==> src/pkg/tmr16_defines.vh <==
// constants for the 16-bit timer with low-power oscillator
// assumes an axi4-lite slave with register index = byte address / 4
`ifndef TMR16_DEFINES_VH
`define TMR16_DEFINES_VH

// register indexes (byte address is four times the index)
`define TMR16_IDX_GIC    8'h0b
`define TMR16_IDX_PIF    8'h0c
`define TMR16_IDX_CNTL   8'h0e
`define TMR16_IDX_CNTH   8'h0f
`define TMR16_IDX_TCTL   8'h10
`define TMR16_IDX_PIE    8'h8c
`define TMR16_IDX_PDIR   8'h20
`define TMR16_IDX_PPIN   8'h21
`define TMR16_IDX_IST    8'h22
`define TMR16_IDX_ICLR   8'h23
`define TMR16_IDX_IEN    8'h24

// timer_control fields
`define TMR16_TC_ON      0
`define TMR16_TC_CS      1
`define TMR16_TC_SYNCB   2
`define TMR16_TC_OSCEN   3
`define TMR16_TC_PS_LO   4
`define TMR16_TC_PS_HI   5
`define TMR16_TC_GE      6

// interrupt control / flag / enable fields and port pin bits
`define TMR16_GIC_PERIPHERAL_IRQ_ENABLE   6
`define TMR16_GIC_GIE    7
`define TMR16_PIF_OVF    0
`define TMR16_PIE_OVF    0
`define TMR16_PIN4       4
`define TMR16_PIN5       5
`define TMR16_IST_OVF    0
`define TMR16_IST_WAKE   1

// reset values
`define TMR16_TCTL_RST   7'h00
`define TMR16_GIC_RST    8'h00
`define TMR16_PDIR_RST   2'h3
`define TMR16_CNT_RST    16'h0000

// instruction clock is aclk divided by four
`define TMR16_FOSC_LAST  2'h3

// axi responses
`define TMR16_RESP_OKAY  2'h0
`define TMR16_RESP_ERR   2'h2

`endif

==> src/hw/tmr16_prescale.v <==
// prescaler of the 16-bit timer: passes 1 of 1, 2, 4 or 8 ticks
// assumes tick_in is a one-cycle enable on aclk
`timescale 1ns/100ps
`default_nettype none
module tmr16_prescale (
    input  wire       aclk,
    input  wire       aresetn,
    input  wire       clear,
    input  wire       tick_in,
    input  wire [1:0] sel,
    output wire       tick_out
);

    reg  [2:0] cnt;
    wire [2:0] mask;

    assign mask = (sel == 2'h0) ? 3'h0 :
                  (sel == 2'h1) ? 3'h1 :
                  (sel == 2'h2) ? 3'h3 : 3'h7;
    // tick leaves when the low bits selected by the ratio are all ones
    assign tick_out = tick_in && ((cnt & mask) == mask);

    always @(posedge aclk) begin
        if (!aresetn || clear) begin
            cnt <= 3'h0;
        end else if (tick_in) begin
            cnt <= cnt + 3'h1;
        end
    end

endmodule
`default_nettype wire

==> src/hw/tmr16_top.v <==
// 16-bit timer/counter with low-power oscillator, axi4-lite registers
// assumes one clock aclk; pins and the oscillator are sampled into it
`timescale 1ns/100ps
`default_nettype none
`include "tmr16_defines.vh"

module tmr16_top (
    input  wire        aclk,
    input  wire        aresetn,
    input  wire        other_reset,
    input  wire        sleep_mode,
    input  wire        sys_clk_internal,
    input  wire        osc_input_pin,
    input  wire        gate_pin,
    input  wire        port_pin_4,
    input  wire        port_pin_5,
    output reg         osc_amp_output_pin,
    output reg         osc_running,
    output reg         pin4_direction,
    output reg         pin5_direction,
    output reg         wake_request,
    output reg         isr_vector,
    output reg         irq,
    input  wire [31:0] s_axi_awaddr,
    input  wire        s_axi_awvalid,
    output reg         s_axi_awready,
    input  wire [31:0] s_axi_wdata,
    input  wire [3:0]  s_axi_wstrb,
    input  wire        s_axi_wvalid,
    output reg         s_axi_wready,
    output reg  [1:0]  s_axi_bresp,
    output reg         s_axi_bvalid,
    input  wire        s_axi_bready,
    input  wire [31:0] s_axi_araddr,
    input  wire        s_axi_arvalid,
    output reg         s_axi_arready,
    output reg  [31:0] s_axi_rdata,
    output reg  [1:0]  s_axi_rresp,
    output reg         s_axi_rvalid,
    input  wire        s_axi_rready
);

    // register state
    reg  [6:0]  timer_control;
    reg  [7:0]  global_interrupt_control;
    reg         overflow_flag;
    reg         overflow_irq_enable;
    reg  [15:0] count;
    reg  [1:0]  pin_dir;
    reg  [1:0]  irq_status;
    reg  [1:0]  irq_enable;

    // pin synchronisers: osc, gate, pin4, pin5, sysclk select
    reg  [4:0]  sync_a;
    reg  [4:0]  sync_b;
    reg         osc_prev;
    reg         osc_armed;
    reg         ext_edge_d;
    reg  [1:0]  fosc_cnt;

    // bus state
    reg         aw_held;
    reg  [7:0]  aw_idx;
    reg         w_held;
    reg  [7:0]  w_byte;
    reg         w_lane0;

    wire        osc_s, gate_s, sysint_s, timer_on, ext_src, async_mode;
    wire        osc_en, osc_ok, ext_edge, ext_tick, int_tick, src_tick;
    wire        gate_ok, run_ok, pre_tick, count_inc, ovf, wr_go, wr_ok;
    wire        pre_clear, wake_cond;
    wire [7:0]  wr_idx;

    assign osc_s    = sync_b[0];
    assign gate_s   = sync_b[1];
    assign sysint_s = sync_b[4];

    assign timer_on   = timer_control[`TMR16_TC_ON];
    assign ext_src    = timer_control[`TMR16_TC_CS];
    assign osc_en     = timer_control[`TMR16_TC_OSCEN];
    assign async_mode = ext_src && timer_control[`TMR16_TC_SYNCB];

    // shared circuit: no oscillation unless the core runs off intosc
    assign osc_ok = !osc_en || sysint_s;

    // register index from a byte address
    function [7:0] idx_of;
        input [31:0] addr;
        begin
            idx_of = addr[9:2];
        end
    endfunction

    function mapped;
        input [7:0] idx;
        begin
            mapped = (idx == `TMR16_IDX_GIC)  || (idx == `TMR16_IDX_PIF)  ||
                     (idx == `TMR16_IDX_CNTL) || (idx == `TMR16_IDX_CNTH) ||
                     (idx == `TMR16_IDX_TCTL) || (idx == `TMR16_IDX_PIE)  ||
                     (idx == `TMR16_IDX_PDIR) || (idx == `TMR16_IDX_PPIN) ||
                     (idx == `TMR16_IDX_IST)  || (idx == `TMR16_IDX_ICLR) ||
                     (idx == `TMR16_IDX_IEN);
        end
    endfunction

    always @(posedge aclk) begin
        if (!aresetn) begin
            sync_a <= 5'h00;
            sync_b <= 5'h00;
        end else begin
            sync_a <= {sys_clk_internal, port_pin_5, port_pin_4,
                       gate_pin, osc_input_pin};
            sync_b <= sync_a;
        end
    end

    // a falling edge must be seen before the first counted rising edge
    always @(posedge aclk) begin
        if (!aresetn) begin
            osc_prev   <= 1'b0;
            osc_armed  <= 1'b0;
            ext_edge_d <= 1'b0;
        end else begin
            osc_prev   <= osc_s;
            ext_edge_d <= ext_edge;
            if (!ext_src) begin
                osc_armed <= 1'b0;
            end else if (!osc_s) begin
                osc_armed <= 1'b1;
            end
        end
    end

    // external edges arrive already sampled by aclk, so the wrap seen
    // on the counter is an aclk event before it reaches the flag
    assign ext_edge = osc_ok && osc_armed && osc_s && !osc_prev;
    // synchronised mode takes one more stage of delay
    assign ext_tick = timer_control[`TMR16_TC_SYNCB] ? ext_edge :
                      ext_edge_d;

    always @(posedge aclk) begin
        if (!aresetn) begin
            fosc_cnt <= 2'h0;
        end else begin
            fosc_cnt <= fosc_cnt + 2'h1;
        end
    end

    // instruction clock stops in sleep
    assign int_tick = (fosc_cnt == `TMR16_FOSC_LAST) && !sleep_mode;
    assign src_tick = ext_src ? ext_tick : int_tick;

    assign gate_ok = !timer_control[`TMR16_TC_GE] || !gate_s;
    // only the asynchronous counter keeps counting in sleep
    assign run_ok = timer_on && gate_ok &&
                    (!sleep_mode || async_mode);

    assign wr_go  = aw_held && w_held && !s_axi_bvalid;
    assign wr_idx = aw_idx;
    assign wr_ok  = wr_go && w_lane0;
    assign pre_clear = wr_ok && ((wr_idx == `TMR16_IDX_CNTL) ||
                                 (wr_idx == `TMR16_IDX_CNTH));

    tmr16_prescale u_prescale (
        .aclk     (aclk),
        .aresetn  (aresetn),
        .clear    (pre_clear),
        .tick_in  (src_tick && run_ok),
        .sel      (timer_control[`TMR16_TC_PS_HI:`TMR16_TC_PS_LO]),
        .tick_out (pre_tick)
    );

    assign count_inc = pre_tick;
    assign ovf = count_inc && (count == 16'hffff);

    // a byte write wins over a concurrent increment
    always @(posedge aclk) begin
        if (!aresetn) begin
            count <= `TMR16_CNT_RST;
        end else if (wr_ok && wr_idx == `TMR16_IDX_CNTL) begin
            count[7:0] <= w_byte;
        end else if (wr_ok && wr_idx == `TMR16_IDX_CNTH) begin
            count[15:8] <= w_byte;
        end else if (count_inc) begin
            count <= count + 16'h0001;
        end
    end

    // control survives other resets; only power-on clears it
    always @(posedge aclk) begin
        if (!aresetn) begin
            timer_control <= `TMR16_TCTL_RST;
            pin_dir       <= `TMR16_PDIR_RST;
        end else if (wr_ok && wr_idx == `TMR16_IDX_TCTL) begin
            timer_control <= w_byte[6:0];
        end else if (wr_ok && wr_idx == `TMR16_IDX_PDIR) begin
            pin_dir <= {w_byte[`TMR16_PIN5], w_byte[`TMR16_PIN4]};
        end
    end

    always @(posedge aclk) begin
        if (!aresetn || other_reset) begin
            global_interrupt_control <= `TMR16_GIC_RST;
            overflow_irq_enable      <= 1'b0;
            irq_enable               <= 2'h0;
        end else if (wr_ok) begin
            if (wr_idx == `TMR16_IDX_GIC) begin
                global_interrupt_control <= w_byte;
            end
            if (wr_idx == `TMR16_IDX_PIE) begin
                overflow_irq_enable <= w_byte[`TMR16_PIE_OVF];
            end
            if (wr_idx == `TMR16_IDX_IEN) begin
                irq_enable <= w_byte[1:0];
            end
        end
    end

    // sticky flags: a new event wins over the software clear
    always @(posedge aclk) begin
        if (!aresetn || other_reset) begin
            overflow_flag <= 1'b0;
            irq_status    <= 2'h0;
        end else begin
            if (wr_ok && wr_idx == `TMR16_IDX_PIF) begin
                overflow_flag <= w_byte[`TMR16_PIF_OVF] | ovf;
            end else begin
                overflow_flag <= overflow_flag | ovf;
            end
            if (wr_ok && wr_idx == `TMR16_IDX_ICLR) begin
                irq_status <= (irq_status & ~w_byte[1:0]) |
                              {wake_cond & ~wake_request, ovf};
            end else begin
                irq_status <= irq_status |
                              {wake_cond & ~wake_request, ovf};
            end
        end
    end

    // wake needs the flag plus both enables; software must also set
    // timer_on for an overflow to raise the flag, or write 1 to PIF
    assign wake_cond = sleep_mode && overflow_flag && overflow_irq_enable &&
                       global_interrupt_control[`TMR16_GIC_PERIPHERAL_IRQ_ENABLE];

    always @(posedge aclk) begin
        if (!aresetn) begin
            wake_request       <= 1'b0;
            isr_vector         <= 1'b0;
            irq                <= 1'b0;
            osc_running        <= 1'b0;
            osc_amp_output_pin <= 1'b0;
            pin4_direction     <= 1'b1;
            pin5_direction     <= 1'b1;
        end else begin
            wake_request <= wake_cond;
            isr_vector   <= overflow_flag && overflow_irq_enable &&
                            global_interrupt_control[`TMR16_GIC_PERIPHERAL_IRQ_ENABLE] &&
                            global_interrupt_control[`TMR16_GIC_GIE];
            irq          <= |(irq_status & irq_enable);
            // sleep does not gate the oscillator
            osc_running  <= osc_en && sysint_s;
            osc_amp_output_pin <= osc_en && sysint_s && !osc_s;
            pin4_direction <= osc_en | pin_dir[0];
            pin5_direction <= osc_en | pin_dir[1];
        end
    end

    // write channel: address and data taken in either order
    always @(posedge aclk) begin
        if (!aresetn) begin
            aw_held       <= 1'b0;
            aw_idx        <= 8'h00;
            w_held        <= 1'b0;
            w_byte        <= 8'h00;
            w_lane0       <= 1'b0;
            s_axi_awready <= 1'b1;
            s_axi_wready  <= 1'b1;
            s_axi_bvalid  <= 1'b0;
            s_axi_bresp   <= `TMR16_RESP_OKAY;
        end else begin
            if (s_axi_awvalid && s_axi_awready) begin
                aw_held       <= 1'b1;
                aw_idx        <= idx_of(s_axi_awaddr);
                s_axi_awready <= 1'b0;
            end
            if (s_axi_wvalid && s_axi_wready) begin
                w_held       <= 1'b1;
                w_byte       <= s_axi_wdata[7:0];
                w_lane0      <= s_axi_wstrb[0];
                s_axi_wready <= 1'b0;
            end
            if (wr_go) begin
                s_axi_bvalid <= 1'b1;
                s_axi_bresp  <= mapped(aw_idx) ? `TMR16_RESP_OKAY :
                                `TMR16_RESP_ERR;
            end
            if (s_axi_bvalid && s_axi_bready) begin
                s_axi_bvalid  <= 1'b0;
                aw_held       <= 1'b0;
                w_held        <= 1'b0;
                s_axi_awready <= 1'b1;
                s_axi_wready  <= 1'b1;
            end
        end
    end

    // read mux; oscillator-owned pins read as zero
    function [7:0] rd_mux;
        input [7:0] idx;
        begin
            case (idx)
                `TMR16_IDX_GIC:  rd_mux = global_interrupt_control;
                `TMR16_IDX_PIF:  rd_mux = {7'h00, overflow_flag};
                `TMR16_IDX_CNTL: rd_mux = count[7:0];
                `TMR16_IDX_CNTH: rd_mux = count[15:8];
                `TMR16_IDX_TCTL: rd_mux = {1'b0, timer_control};
                `TMR16_IDX_PIE:  rd_mux = {7'h00, overflow_irq_enable};
                `TMR16_IDX_PDIR: rd_mux = {2'h0, pin5_direction,
                                           pin4_direction, 4'h0};
                `TMR16_IDX_PPIN: rd_mux = {2'h0, sync_b[3] & ~osc_en,
                                           sync_b[2] & ~osc_en,
                                           4'h0};
                `TMR16_IDX_IST:  rd_mux = {6'h00, irq_status};
                `TMR16_IDX_IEN:  rd_mux = {6'h00, irq_enable};
                default:         rd_mux = 8'h00;
            endcase
        end
    endfunction

    always @(posedge aclk) begin
        if (!aresetn) begin
            s_axi_arready <= 1'b1;
            s_axi_rvalid  <= 1'b0;
            s_axi_rdata   <= 32'h00000000;
            s_axi_rresp   <= `TMR16_RESP_OKAY;
        end else if (s_axi_arvalid && s_axi_arready) begin
            s_axi_arready <= 1'b0;
            s_axi_rvalid  <= 1'b1;
            s_axi_rdata   <= {24'h000000, rd_mux(idx_of(s_axi_araddr))};
            s_axi_rresp   <= mapped(idx_of(s_axi_araddr)) &&
                             idx_of(s_axi_araddr) != `TMR16_IDX_ICLR ?
                             `TMR16_RESP_OKAY : `TMR16_RESP_ERR;
        end else if (s_axi_rvalid && s_axi_rready) begin
            s_axi_rvalid  <= 1'b0;
            s_axi_arready <= 1'b1;
        end
    end

endmodule
`default_nettype wire

==> config.mk <==
export PLATFORM = sky130hd
export DESIGN_NAME = tmr16_top
export DESIGN_NICKNAME = d
export VERILOG_FILES = /design/src/hw/tmr16_prescale.v /design/src/hw/tmr16_top.v
export VERILOG_INCLUDE_DIRS = /design/src /design/src/pkg
export SDC_FILE = /design/constraint.sdc
export NUM_CORES = 1
export LEC_CHECK = 0
export BUFFER_PORTS_ARGS = -buffer_cell sky130_fd_sc_hd__buf_2
export CAP_MARGIN = 20
export CORE_ASPECT_RATIO = 0.9
export CORE_MARGIN = 4
export CORE_UTILIZATION = 40
export DETAILED_ROUTE_END_ITERATION = 8
export PLACE_DENSITY = 0.66
export RECOVER_POWER = 50
export SYNTH_ARGS = -nofsm -noshare
export SYNTH_HDL_FRONTEND = slang
export SYNTH_HIERARCHICAL = 1
export SYNTH_SLANG_ARGS = --single-unit
==> constraint.sdc <==
create_clock -name aclk -period 2.95 [get_ports aclk]
set_input_delay 0.7375 -clock aclk [delete_from_list [all_inputs] [get_ports aclk]]
set_output_delay 0.7375 -clock aclk [all_outputs]
set_load 0.03 [all_outputs]
==> summary.txt <==
status: finished clean
Final Slew Violations: 0
Setup violations, final: 0
largest family of logic cells by synthesized area: simple AND/OR/NAND/NOR gates
# resized after CTS: 0
global route total overflow: 0
CTS tree: yes
Post-Synth Adder-Cell Area: 0.008128
Initial Utilization: 0.4185
# clock sinks: 98
Final Hold Vio Count: 0
pin count of the biggest net entering global routing: 24
compound-cell area share of the yosys netlist: 0.1523
number of port buffers: 60
detailed placement HPWL: 8554 um
drt first pass iters: 5
register area share after synthesis: 0.4248
TritonCTS buffer count: 9
RSZ-0062 raised after global routing: no
H-tree levels: 3
Worst EP required: 3.17 ns
core area: 11,040 um2
Die Height: 109.9 um
first-pass GRT wire length: 18,040 um
Area Overhead vs Synth: 12.68%
total power: 0.002744 W
headroom to the max-slew limit: 0.4591
pwr dens: 527.3 nW/um2
Post-CTS Hold Buffers: 0
Post-synth EDFFs: 0
via/cell ratio: 5.322
CP max FO: 10
CP max stage delay: 0.55 ns
Worst-Margin Slew: 0.8114 ns
clock skew: 0.005804 ns
Worst setup SP type: flop
Final nets: 706
post-synthesis cell type count: 62
CP Cell Sequence: nand4b_1, nor3_1, and3_1, mux2i_1, nor2_1
Worst setup EP type: flop
final critical-path share of the clock period: 0.8130
Mapped Cells: 538
num rows: 36
CP max-delay cell: nor3_1
Peak VDD IR: 0.0003658 V
most frequent cells in the layout: dfxtp_1 (98), nand2_1 (57), nor2_1 (50)
DRT iter0 DRCs: 377
fin crit period: 2.398 ns
final WL: 11,300 um
Routed WL per cell: 15.15 um
Ys Warns: 6
commonest non-fill, non-tap cell in the layout: dfxtp_1
Mean Syn Cell Area: 8.584 um2
initial antenna violation count: 0
post-CTS setup buffer count: 0
Max Freq: 0.4170 GHz
max_cap viols: 0
Setup CP Type: reg2reg
cell area after synthesis: 4618 um2
register bit total from synthesis: 98
Die X: 121.3 um
maximum clock path buffer count: 2
clk_lat worst skew: 0.35 ns
post-route ant nets: 0
vias in the first global route: 3,608
ys flop type: dfxtp_1
Synth Area in XOR/XNOR: 0.01707
Synth Area in Simple Gates: 0.2446
Leak: 2.033 nW
io pins: 162
clock root cell: clkbuf_16
fraction of synthesized area in multiplexers: 0.07261
fraction of registers with async set/reset: 0
Vias: 3,970
DIE AREA: 13,330 um2
setup TNS: 0 ns
HP Class: reg2reg
Fillers: 1,111
Arrival @ worst endpoint: 2.62 ns
fraction of layout cells with a size suffix above 1: 0.1330
Reg clk slew, reported paths: 0.07 ns
Diodes inserted: 0
total track usage: 0.1739
GPL Wtd Cong: 0.9015
DRC viols: 0
-- path summary, 6_finish.rpt --
kind / start / to / slack [ns] / depth (start not counted)
setup / recovery: s_axi_bvalid$_SDFFE_PP0P_ / timer_control[3]$_SDFFE_PN0P_ / 0.55 / 5
hold / removal: fosc_cnt[0]$_SDFF_PN0_ / fosc_cnt[0]$_SDFF_PN0_ / 0.43 / 1
setup reg to reg: s_axi_bvalid$_SDFFE_PP0P_ / timer_control[3]$_SDFFE_PN0P_ / 0.55 / 5
hold reg to reg: fosc_cnt[0]$_SDFF_PN0_ / fosc_cnt[0]$_SDFF_PN0_ / 0.43 / 1
-- per-stage QoR --
stage / setup slack [ns] / area [um2] / utilization / cells / hold WS [ns]
global placement: 0.5237 / 4947 / 0.4483 / 730 / 0.4087
finish: 0.5518 / 5204 / 0.4715 / 746 / 0.4267
CTS: 0.6264 / 5239 / 0.4747 / 746 / 0.4302
detailed placement: 0.5335 / 4947 / 0.4483 / 730 / 0.4185
floorplan: 0.6751 / 4712 / - / 563 / 0.3990
global route: 0.4477 / 5204 / 0.4715 / 746 / 0.4403
-- power by group --
| part | switching (W) | internal, W | leakage, nW | total, W |
|---|---|---|---|---|
| clock network | 0.000505 | 0.000620 | 0.142 | 0.00112 |
| logic | 0.000157 | 0.0000659 | 1.09 | 0.000223 |
| registers | 0.0000389 | 0.00136 | 0.797 | 0.00140 |
-- registers in the layout, summed over array words and instances, names as in the netlist, 3 cells and up --
| signal | count |
|---|---|
| count | 16 |
| s_axi_rdata | 8 |
| w_byte | 8 |
| u_prescale/cnt | 3 |
| aw_idx | 8 |
| timer_control | 7 |
| sync_b | 5 |
| sync_a | 5 |
| global_interrupt_control | 8 |
-- cell families after synthesis --
family | count (synthesis)
flip-flops | 98
AND/OR/NAND/NOR | 218
buffers and inverters | 65
XOR/XNOR | 9
other | 1
multiplexers | 33
adder cells (fa/ha/maj) | 3
AO/OA/AOI/OAI | 111
-- synthesized netlist by cell type, types with 2 or more instances --
| master | count | share of area |
|---|---|---|
| clkbuf_1 | 19 | 0.015 |
| o311ai_0 | 2 | 0.0038 |
| a221oi_1 | 6 | 0.011 |
| nor3_2 | 2 | 0.0043 |
| xor2_1 | 4 | 0.0076 |
| buf_4 | 27 | 0.044 |
| buf_6 | 2 | 0.0049 |
| or3_1 | 10 | 0.014 |
| and2_1 | 16 | 0.022 |
| o211a_1 | 2 | 0.0043 |
| nand3_1 | 16 | 0.017 |
| a211oi_1 | 2 | 0.0033 |
| a22oi_1 | 6 | 0.0098 |
| a32o_1 | 2 | 0.0043 |
| nor2_1 | 50 | 0.041 |
| xnor2_1 | 5 | 0.0095 |
| a22o_1 | 3 | 0.0057 |
| inv_1 | 10 | 0.0081 |
| mux2i_1 | 32 | 0.069 |
| o21a_1 | 5 | 0.0081 |
| and4b_1 | 3 | 0.0065 |
| nor4_1 | 5 | 0.0068 |
| and4_1 | 2 | 0.0038 |
| ha_1 | 3 | 0.0081 |
| nand4_1 | 9 | 0.012 |
| nand2b_1 | 5 | 0.0068 |
| and3_1 | 9 | 0.012 |
| nand2_1 | 57 | 0.046 |
| o32ai_1 | 2 | 0.0038 |
| nand2_2 | 2 | 0.0027 |
| nor3_1 | 10 | 0.011 |
| a21oi_1 | 43 | 0.047 |
| nand3b_1 | 2 | 0.0033 |
| dfxtp_1 | 98 | 0.42 |
| o21ai_0 | 21 | 0.023 |
| a31oi_1 | 4 | 0.0054 |
| o21ai_1 | 2 | 0.0022 |
| buf_2 | 6 | 0.0065 |
| o22ai_1 | 2 | 0.0027 |
| nor2b_1 | 10 | 0.014 |
-- routing by layer --
layer / track usage / vias up / routed length, um
li1: - / 1950 / -
met1: 0.2323 / 1857 / 5280
met2: 0.2729 / 146 / 5030
met3: 0.04630 / 17 / 796
met4: 0.06080 / 0 / 197
met5: 0 / - / 0
-- critical path, delay by kind of cell, from the launching register on --
| family | cells | cell delay [ns] |
|---|---|---|
| and+or+nand+nor | 4 | 1.65 |
| muxes | 1 | 0.26 |
| DFF | 1 | 0.35 |
-- area by class of cell --
| cell class | count | area, um2 | area share |
|---|---|---|---|
| inverters | 10 | 37.54 | 0.007213 |
| well taps | 152 | 190.2 | 0.03655 |
| repair buffers | 70 | 340.3 | 0.06540 |
| flip-flops and latches | 98 | 1962 | 0.3770 |
| clock buffers | 11 | 252.7 | 0.04857 |
| multi-input cells | 400 | 2382 | 0.4578 |
| clock inverters | 5 | 38.79 | 0.007454 |
Power figures use the tool's default switching activity.
